$ cat src/rtl/long_timer_pkg.sv
package long_timer_pkg;

  // ==========================================================
  // Widths
  localparam int COUNT_WIDTH = 24;
  localparam int AFTER_RUN_WIDTH = 16;
  localparam int FUNC_WIDTH = 3;

  // ==========================================================
  // Prescaler stages
  localparam int PRESCALE1_DIV = 16;
  localparam int PRESCALE2_DIV = 2048;
  localparam int PRESCALE1_WIDTH = 4;
  localparam int PRESCALE2_WIDTH = 11;

  // ==========================================================
  // Oscillator and system clock
  localparam int OSC_FREQ_HZ = 32768;
  localparam int MCLK_FREQ_HZ = 40000000;
  localparam int OSC_HALF_CYCLES = MCLK_FREQ_HZ / (2 * OSC_FREQ_HZ);

  // ==========================================================
  // Reset values and full count
  localparam logic [23:0] COUNT_RESET = 24'h000000;
  localparam logic [23:0] COUNT_FULL = 24'hffffff;
  localparam logic [15:0] AFTER_RUN_RESET = 16'h0000;
  localparam logic [23:0] WAKE_RESET = 24'h000000;

  // ==========================================================
  // Function select codes
  typedef enum logic [2:0] {
    FUNC_NONE = 3'h0,
    FUNC_INT = 3'h1,
    FUNC_OFF = 3'h2,
    FUNC_OFF_WAKE = 3'h3,
    FUNC_WAKE = 3'h4,
    FUNC_OVF = 3'h5
  } func_type;

  // Timer phases
  typedef enum logic [2:0] {
    PH_IDLE = 3'h0,
    PH_AFTER_RUN = 3'h1,
    PH_WAIT_OFF = 3'h2,
    PH_WAKE_RUN = 3'h3,
    PH_STOPPED = 3'h4
  } phase_type;

endpackage

$ cat src/rtl/tick_if.sv
`timescale 1ns/1ps
`default_nettype none
// ==========================================================
// Tick carrier between prescaler and timer core
interface tick_if;
  logic calibration;
  logic clear;
  logic tick;
  modport source (input calibration, input clear, output tick);
  modport sink (output calibration, output clear, input tick);
endinterface
`default_nettype wire

$ cat src/rtl/osc_prescaler.sv
`timescale 1ns/1ps
`default_nettype none
// ==========================================================
// Internal oscillator and two-stage prescaler
module osc_prescaler
  import long_timer_pkg::*;
(
  input wire logic mclk, // System clock
  input wire logic rst_n, // Async reset, active low
  tick_if.source tk // Tick carrier
);

  typedef struct packed {
    logic [15:0] oscCnt;
    logic [PRESCALE1_WIDTH-1:0] stage1;
    logic [PRESCALE2_WIDTH-1:0] stage2;
    logic tick;
  } pre_type;

  pre_type cur;
  pre_type next_cur;
  logic oscEdge;
  logic stage1Wrap;

  // ==========================================================
  // Divider chain
  always_comb begin
    next_cur = cur;
    next_cur.tick = 1'b0;
    oscEdge = (cur.oscCnt == 16'(2 * OSC_HALF_CYCLES - 1));
    stage1Wrap = oscEdge && (cur.stage1 == PRESCALE1_WIDTH'(PRESCALE1_DIV - 1));
    if (tk.clear) begin
      next_cur.oscCnt = '0;
      next_cur.stage1 = '0;
      next_cur.stage2 = '0;
    end else begin
      next_cur.oscCnt = oscEdge ? '0 : cur.oscCnt + 16'h0001;
      if (oscEdge) begin
        next_cur.stage1 = cur.stage1 + 1'b1;
      end
      if (stage1Wrap) begin
        if (tk.calibration) begin
          next_cur.tick = 1'b1;
        end else begin
          next_cur.stage2 = cur.stage2 + 1'b1;
          next_cur.tick = (cur.stage2 ==
            PRESCALE2_WIDTH'(PRESCALE2_DIV - 1));
        end
      end
    end
  end

  always_ff @(posedge mclk or negedge rst_n) begin
    if (!rst_n) begin
      cur <= '0;
    end else begin
      cur <= next_cur;
    end
  end

  assign tk.tick = cur.tick;

endmodule
`default_nettype wire

$ cat src/rtl/count_compare.sv
`timescale 1ns/1ps
`default_nettype none
// ==========================================================
// Equality and overflow detector
module count_compare
  import long_timer_pkg::*;
#(
  parameter int WIDTH = COUNT_WIDTH
) (
  input wire logic [WIDTH-1:0] count, // Counter value
  input wire logic [WIDTH-1:0] target, // Compare value
  output logic equal, // Count equals target
  output logic full // All bits high
);
  // Combinational compare
  assign equal = (count == target);
  assign full = &count;
endmodule
`default_nettype wire

$ cat src/rtl/long_timer.sv
`timescale 1ns/1ps
`default_nettype none
module long_timer
  import long_timer_pkg::*;
(
  input wire logic mclk, // System clock
  input wire logic rst_n, // Async reset, active low
  input wire logic timer_run_enable, // Host run enable
  input wire logic calibrationMode, // Bypass prescaler stage two
  input wire logic [2:0] functionSelect, // Timer function 1..5
  input wire logic afterRunWrite, // Strobe for after-run value
  input wire logic [15:0] afterRunData, // After-run write data
  input wire logic wakeWrite, // Strobe for wake-up value
  input wire logic [23:0] wakeData, // Wake-up write data
  input wire logic lowPowerEntry, // Device entering low-power-off
  input wire logic otherWake, // Wake by CAN, LIN or IO (pin)
  output logic [23:0] count, // Counter value
  output logic [15:0] afterRunValue, // After-run readback
  output logic [23:0] wakeValue, // Wake-up readback
  output logic end_of_count, // Terminal event flag
  output logic counter_overflow, // Overflow flag
  output logic interrupt_out_n, // Interrupt, active low
  output logic lowPowerRequest, // Pulse: enter low_power_off_mode
  output logic wakeRequest, // Pulse: wake, go to init mode
  output logic low_power_off_mode // Timer sees device in low power
);

  typedef struct packed {
    logic [23:0] count;
    logic [15:0] afterRun;
    logic [23:0] wake;
    phase_type phase;
    logic endFlag;
    logic ovfFlag;
    logic intN;
    logic offReq;
    logic wakeReq;
    logic lowPower;
    logic enPrev;
    logic [2:0] wakeSync;
  } timer_type;

  timer_type cur;
  timer_type next_cur;
  tick_if tk ();
  logic afterEqual;
  logic wakeEqual;
  logic countFull;
  logic wakeSeen;
  logic enRise;
  logic enFall;
  logic lowPowerNow;
  logic [23:0] afterWide;

  // ==========================================================
  // Prescaler and compare instances
  osc_prescaler prescaler (
    .mclk(mclk),
    .rst_n(rst_n),
    .tk(tk.source)
  );

  assign afterWide = {8'h00, cur.afterRun};

  count_compare #(.WIDTH(COUNT_WIDTH)) afterCmp (
    .count(cur.count),
    .target(afterWide),
    .equal(afterEqual),
    .full()
  );

  count_compare #(.WIDTH(COUNT_WIDTH)) wakeCmp (
    .count(cur.count),
    .target(cur.wake),
    .equal(wakeEqual),
    .full(countFull)
  );

  // Prescaler steering
  assign tk.calibration = calibrationMode;
  assign tk.clear = (cur.phase == PH_IDLE) || (cur.phase == PH_STOPPED)
    || (cur.phase == PH_WAIT_OFF);

  // ==========================================================
  // Timer state update
  always_comb begin
    next_cur = cur;
    next_cur.offReq = 1'b0;
    next_cur.wakeReq = 1'b0;
    next_cur.enPrev = timer_run_enable;
    next_cur.wakeSync = {cur.wakeSync[1:0], otherWake};
    wakeSeen = cur.wakeSync[2] && cur.wakeSync[1];
    enRise = timer_run_enable && !cur.enPrev;
    enFall = !timer_run_enable && cur.enPrev;
    lowPowerNow = cur.lowPower || lowPowerEntry;
    next_cur.lowPower = lowPowerNow;
    // Compare values written by the host
    if (afterRunWrite) begin
      next_cur.afterRun = afterRunData;
    end
    if (wakeWrite) begin
      next_cur.wake = wakeData;
    end
    if (enFall) begin
      // Freeze for readback; flags clear
      next_cur.phase = PH_IDLE;
      next_cur.endFlag = 1'b0;
      next_cur.ovfFlag = 1'b0;
      next_cur.intN = 1'b1;
    end else begin
      case (cur.phase)
        PH_IDLE: begin
          if (enRise || (timer_run_enable && lowPowerEntry)) begin
            next_cur.count = COUNT_RESET;
            next_cur.endFlag = 1'b0;
            next_cur.ovfFlag = 1'b0;
            next_cur.intN = 1'b1;
            case (functionSelect)
              FUNC_INT, FUNC_OFF, FUNC_OFF_WAKE: begin
                if (!lowPowerNow) begin
                  next_cur.phase = PH_AFTER_RUN;
                end
              end
              FUNC_WAKE, FUNC_OVF: begin
                next_cur.phase = lowPowerNow ? PH_WAKE_RUN
                  : PH_WAIT_OFF;
              end
              default: begin
                next_cur.phase = PH_IDLE;
              end
            endcase
          end
        end
        PH_WAIT_OFF: begin
          if (lowPowerNow) begin
            next_cur.phase = PH_WAKE_RUN;
          end
        end
        PH_AFTER_RUN: begin
          if (tk.tick) begin
            next_cur.count = cur.count + 24'h000001;
          end
          if (afterEqual && cur.count != COUNT_RESET) begin
            next_cur.endFlag = 1'b1;
            case (functionSelect)
              FUNC_INT: begin
                next_cur.intN = 1'b0;
                next_cur.phase = PH_STOPPED;
              end
              FUNC_OFF: begin
                next_cur.offReq = 1'b1;
                next_cur.lowPower = 1'b1;
                next_cur.phase = PH_STOPPED;
              end
              FUNC_OFF_WAKE: begin
                next_cur.offReq = 1'b1;
                next_cur.lowPower = 1'b1;
                next_cur.count = COUNT_RESET; // Restart for wake-up phase
                next_cur.phase = PH_WAKE_RUN;
              end
              default: begin
                next_cur.phase = PH_STOPPED;
              end
            endcase
          end
        end
        PH_WAKE_RUN: begin
          if (tk.tick && !countFull) begin
            next_cur.count = cur.count + 24'h000001;
          end
          if (functionSelect == FUNC_OVF) begin
            if (countFull) begin
              next_cur.ovfFlag = 1'b1;
              next_cur.wakeReq = 1'b1;
              next_cur.lowPower = 1'b0;
              next_cur.phase = PH_STOPPED;
            end else if (wakeSeen) begin
              next_cur.lowPower = 1'b0;
            end
          end else if (wakeEqual && cur.count != COUNT_RESET) begin
            next_cur.endFlag = 1'b1;
            next_cur.wakeReq = 1'b1;
            next_cur.lowPower = 1'b0;
            next_cur.phase = PH_STOPPED;
          end else if (wakeSeen) begin
            next_cur.lowPower = 1'b0;
          end
        end
        PH_STOPPED: begin
          if (wakeSeen) begin
            next_cur.lowPower = 1'b0;
          end
        end
        default: begin
          next_cur.phase = PH_IDLE;
        end
      endcase
    end
    if (cur.phase != PH_WAKE_RUN && wakeSeen) begin
      next_cur.lowPower = 1'b0;
    end
  end

  // ==========================================================
  // State register
  always_ff @(posedge mclk or negedge rst_n) begin
    if (!rst_n) begin
      cur.count <= COUNT_RESET;
      cur.afterRun <= AFTER_RUN_RESET;
      cur.wake <= WAKE_RESET;
      cur.phase <= PH_IDLE;
      cur.endFlag <= 1'b0;
      cur.ovfFlag <= 1'b0;
      cur.intN <= 1'b1;
      cur.offReq <= 1'b0;
      cur.wakeReq <= 1'b0;
      cur.lowPower <= 1'b0;
      cur.enPrev <= 1'b0;
      cur.wakeSync <= 3'h0;
    end else begin
      cur <= next_cur;
    end
  end

  // Outputs straight from state
  assign count = cur.count;
  assign afterRunValue = cur.afterRun;
  assign wakeValue = cur.wake;
  assign end_of_count = cur.endFlag;
  assign counter_overflow = cur.ovfFlag;
  assign interrupt_out_n = cur.intN;
  assign lowPowerRequest = cur.offReq;
  assign wakeRequest = cur.wakeReq;
  assign low_power_off_mode = cur.lowPower;

endmodule
`default_nettype wire

$ cat config.mk
export PLATFORM = sky130hd
export DESIGN_NAME = long_timer
export DESIGN_NICKNAME = d
export VERILOG_FILES = /design/src/rtl/long_timer_pkg.sv /design/src/rtl/tick_if.sv /design/src/rtl/osc_prescaler.sv /design/src/rtl/count_compare.sv /design/src/rtl/long_timer.sv
export SDC_FILE = /design/constraint.sdc
export NUM_CORES = 1
export LEC_CHECK = 0
export ABC_CLOCK_PERIOD_IN_PS = 2500
export BUFFER_PORTS_ARGS = -buffer_cell sky130_fd_sc_hd__buf_2
export CAP_MARGIN = 15
export CORE_MARGIN = 5
export CORE_UTILIZATION = 40
export DETAILED_ROUTE_END_ITERATION = 12
export GPL_ROUTABILITY_DRIVEN = 0
export PLACE_DENSITY = 0.68
export SYNTH_ARGS = -nofsm -noshare
export SYNTH_HDL_FRONTEND = slang
export SYNTH_SLANG_ARGS = --single-unit
$ cat constraint.sdc
create_clock -name mclk -period 2.5 [get_ports mclk]
set_input_delay 0.5 -clock mclk [delete_from_list [all_inputs] [get_ports mclk]]
set_output_delay 0.5 -clock mclk [all_outputs]
set_load 0.01 [all_outputs]
==> impl_summary.txt <==
----------------------------------------------------
[Outcome]
  Status ... finished clean

[CTS]
  CTS tree ... done
  Clock Pin Slew Worst Setup and Hold Paths ... 80 ps
  H-tree levels ... 3
  Total clock buffers created by CTS ... 9
  Clock insertion delay at the later pin of the skew report ... around 360 ps
  Root buffer selected by CTS ... sky130_fd_sc_hd__clkbuf_16
  CTS sink cnt ... 109
  Post-CTS repair timing setup buffer count ... 0
  Deepest clock path buffer count ... 2
  Count of cells resized by post-cts repair ... 0
  Hold_buf cts ... 0

[Pwr]
  Net switching fraction of the power ... 0.341
  Standby leakage power ... between 3 and 4 nW
  Pwr Density ... 666 nW/µm²
  Worst VDD drop ... ~0.00037 V
  Switching Power ... 1.64 mW
  Internal power ... 3.17 mW
  Part of the total power dissipated in sequential elements ... 0.421
  Clock group share of total power ... 0.294
  Logic pwr share ... 0.285

[Setup path]
  Crit path top cell by count ... sky130_fd_sc_hd__buf_4
  Worst path top cell family by delay ... simple AND/OR/NAND/NOR gates
  Critical Path Start Type ... flip-flop
  Req. time, crit path ... 2740 ps
  Delay of the slowest critical-path stage ... around 470 ps
  Worst Path Max Fanout ... 7
  Buf/Inv on CP ... 2
  CP Cell Sequence ... buf_4, xor2_1, nor4_1, nand3_1, nor4_2, buf_4, or4_1, nand3_2, a22o_1
  Start-to-end type of the worst setup path ... reg2reg
  Slowest-stage cell, CP ... sky130_fd_sc_hd__dfrtp_2
  Arrival time of the worst setup path ... 2710 ps
  Sort of element at the end of the critical path ... flip-flop

[Route]
  Total length of routed met2 wires ... 7.85 mm
  Number of design-rule violations left by the first detailed-router iteration ... 342
  Via density per instance ... 5.33
  # DRC ... 0
  Post-route antenna net violation count ... 0
  Number of iterations in the first detailed-routing pass ... 5
  Detailed route wirelength on metal3 ... 1.11 mm
  Uppermost signal routing layer after detailed routing ... met4
  Aggregate routed wire length ... 15.7 mm
  Wire length on met1 ... approximately 6.5 mm
  WL/cell ... 17.1 µm
  Via count ... 4885

[Floorplan]
  Die outline area ... 18300 µm²
  Area of the placeable core ... ~15000 µm²
  Site Rows ... 45
  Number of primary I/O pins ... between 100 and 150
  Vert. Die Dim ... 135 µm
  Die boundary width ... 135 µm
  Initial core utilization ... 0.411

[Timing]
  Worst-case setup margin in the final layout ... 32.8 ps
  Max-slew violations ... 0
  Tightest Pin Transition ... 599 ps
  Worst slew margin relative to its limit ... 0.600
  Setup total negative slack ... 0 ps
  Max Freq ... ~410 MHz
  Minimum clock period ... about 2500 ps
  Final setup violation count ... 0
  Number of hold violations in the final report ... 0
  Final worst path period share ... 0.987
  Worst-case clock skew ... 9.63 ps

[Placed design]
  Minimum setup slack after placement ... 22.6 ps
  Placed insts ... 900
  Total cell area at the placement stage ... 6840 µm²
  Number of buffers added on ports ... 120
  HPWL after DPL ... 11.9 mm

[Synthesis]
  Number of distinct library cells after synthesis ... 68
  Dominant cells by area after synthesis ... sky130_fd_sc_hd__dfrtp_1, sky130_fd_sc_hd__buf_4, sky130_fd_sc_hd__mux2_2
  Count leader, synth ... sky130_fd_sc_hd__dfrtp_1
  Synth Cell Area ... about 6300 µm²
  Synthesized area per cell ... roughly 10 µm²
  Number of nets produced by synthesis ... 676
  Compound-Gate Fraction of Synth Area ... 0.0990
  Synth Instances ... 620
  Top FF cell, synth ... sky130_fd_sc_hd__dfrtp_1
  Area share of the largest cell type after synthesis ... 0.431
  Count of yosys warnings during synthesis ... 0
  Dominant combinational cell family by area after synthesis ... simple AND/OR/NAND/NOR gates
  Portion of the post-synthesis area used by sequential elements ... 0.436
  Share of synthesized cell area in and, or, nand and nor gates ... 0.168
  Adder and majority cell fraction of the synthesized area ... 0.00998
  Flip-flop and latch count after synthesis ... 109
  Post-synth top area cell ... sky130_fd_sc_hd__dfrtp_1
  Synth async-reset ratio ... 1.00
  Xor-xnor portion of the synthesized cell area ... 0.0881
  Count of flip-flops with a built-in enable after synthesis ... 0
  Most common library cells after synthesis ... sky130_fd_sc_hd__dfrtp_1, sky130_fd_sc_hd__buf_4, sky130_fd_sc_hd__nor2_1, sky130_fd_sc_hd__xor2_1, sky130_fd_sc_hd__mux2_2
  Post-synthesis mux area share ... 0.0783

[Cells and area]
  Final instance area ... 7210 µm²
  Number of cells in the finished layout apart from fillers ... a little over 900
  Final antenna diode count ... 0
  Final core utilization ... 0.473
  Share of layout cells above drive strength 1 ... 0.363
  Final net count ... 756
  Synthesis-to-layout area growth ... 15.1%

[GRT]
  Antenna violations before repair ... 0
  Pin count of the biggest net entering global routing ... 46
  Via count of the first global-routing pass ... slightly above 5000
  Combined global-route utilization of all metal layers ... 0.176
  Global-route wire length before repair ... about 26 mm
  Remaining global-route overflow ... 0

[Hold path]
  Worst min-delay path category ... in2async

[Job]
  Reported max-cap violation count ... 0

----------------------------------------------------
[worst paths after layout]
kind                                 startpoint                            to  slack [ps]  cells past startpoint
max                        count[8]$_DFFE_PN0P_           cur[11]$_DFFE_PN0P_          30                      9
min                                       rst_n         count[12]$_DFFE_PN0P_         140                      1
max reg2reg                count[8]$_DFFE_PN0P_           cur[11]$_DFFE_PN0P_          30                      9
min reg2reg                    cur[0]$_DFF_PN0_              cur[1]$_DFF_PN0_         360                      0
max in group asynchronous                 rst_n  afterRunValue[1]$_DFFE_PN0P_        1660                      2
min in group mclk                     otherWake              cur[0]$_DFF_PN0_         250                      1
[per-stage QoR]
step / power, mW / hold slack [ps]
floorplan: 3.00 / 204
CTS: 4.83 / 154
global placement: 3.35 / 338
detailed placement: 3.39 / 336
finish: 4.81 / 144
global route: 5.05 / 198
[sequential cells by signal, summed over array words and instances (netlist names), 7 cells and up]
register	cells
count	24
cur	7
afterRunValue	16
wakeValue	24
prescaler.cur	31
[cell type report]
| class | instances | area [µm²] |
|---|---|---|
| Tap cell | 211 | 264 |
| Timing Repair Buffer | 167 | 993 |
| Fill cell | 1424 | 8040 |
| Inverter | 21 | 78.8 |
| Clock inverter | 7 | 72.6 |
| Multi-Input combinational cell | 392 | 2850 |
| Sequential cell | 109 | 2740 |
| Clock buffer | 9 | 225 |
[routing by layer]
layer | global-route usage | vias up
met1 | 0.219 | 2400
met5 | 0 | -
met4 | 0.0521 | 0
li1 | - | 2279
met2 | 0.299 | 182
met3 | 0.0501 | 24
[cell usage in the layout (no fill, tap or decap), types with 5 or more instances in the layout]
cell and n:
sky130_fd_sc_hd__a211oi_1 5, sky130_fd_sc_hd__a21oi_1 26, sky130_fd_sc_hd__a311oi_1 7, sky130_fd_sc_hd__a31oi_1 9, sky130_fd_sc_hd__and3_1 10, sky130_fd_sc_hd__buf_2 119, sky130_fd_sc_hd__buf_4 45, sky130_fd_sc_hd__clkbuf_16 9
sky130_fd_sc_hd__dfrtp_1 103, sky130_fd_sc_hd__dfrtp_2 5, sky130_fd_sc_hd__ha_1 5, sky130_fd_sc_hd__inv_1 21, sky130_fd_sc_hd__mux2_2 40, sky130_fd_sc_hd__nand2_1 27, sky130_fd_sc_hd__nand3_1 15, sky130_fd_sc_hd__nand4_1 16
sky130_fd_sc_hd__nor2_1 50, sky130_fd_sc_hd__nor3_1 14, sky130_fd_sc_hd__nor4_1 12, sky130_fd_sc_hd__nor4_2 5, sky130_fd_sc_hd__o21ai_0 7, sky130_fd_sc_hd__o22ai_1 8, sky130_fd_sc_hd__or3_1 6, sky130_fd_sc_hd__xnor2_1 21
sky130_fd_sc_hd__xor2_1 42
[power groups by stage]
stage / Combinational [mW] / Sequential, mW / Clock [mW]
floorplan: 0.978 / 2.03 / 0
global placement: 1.30 / 2.05 / 0
detailed placement: 1.33 / 2.06 / 0
CTS: 1.35 / 2.03 / 1.46
global route: 1.48 / 2.05 / 1.52
finish: 1.37 / 2.02 / 1.41
[cell families (layout without fill, tap and decap cells)]
logic type	after synthesis	count (layout)
multiplexers	44	44
XOR/XNOR	63	63
AO/OA/AOI/OAI	88	88
flip-flops	109	109
AND/OR/NAND/NOR	192	192
buffers and inverters	119	204
adder cells (fa/ha/maj)	5	5
(Power assumes the default switching activity.)
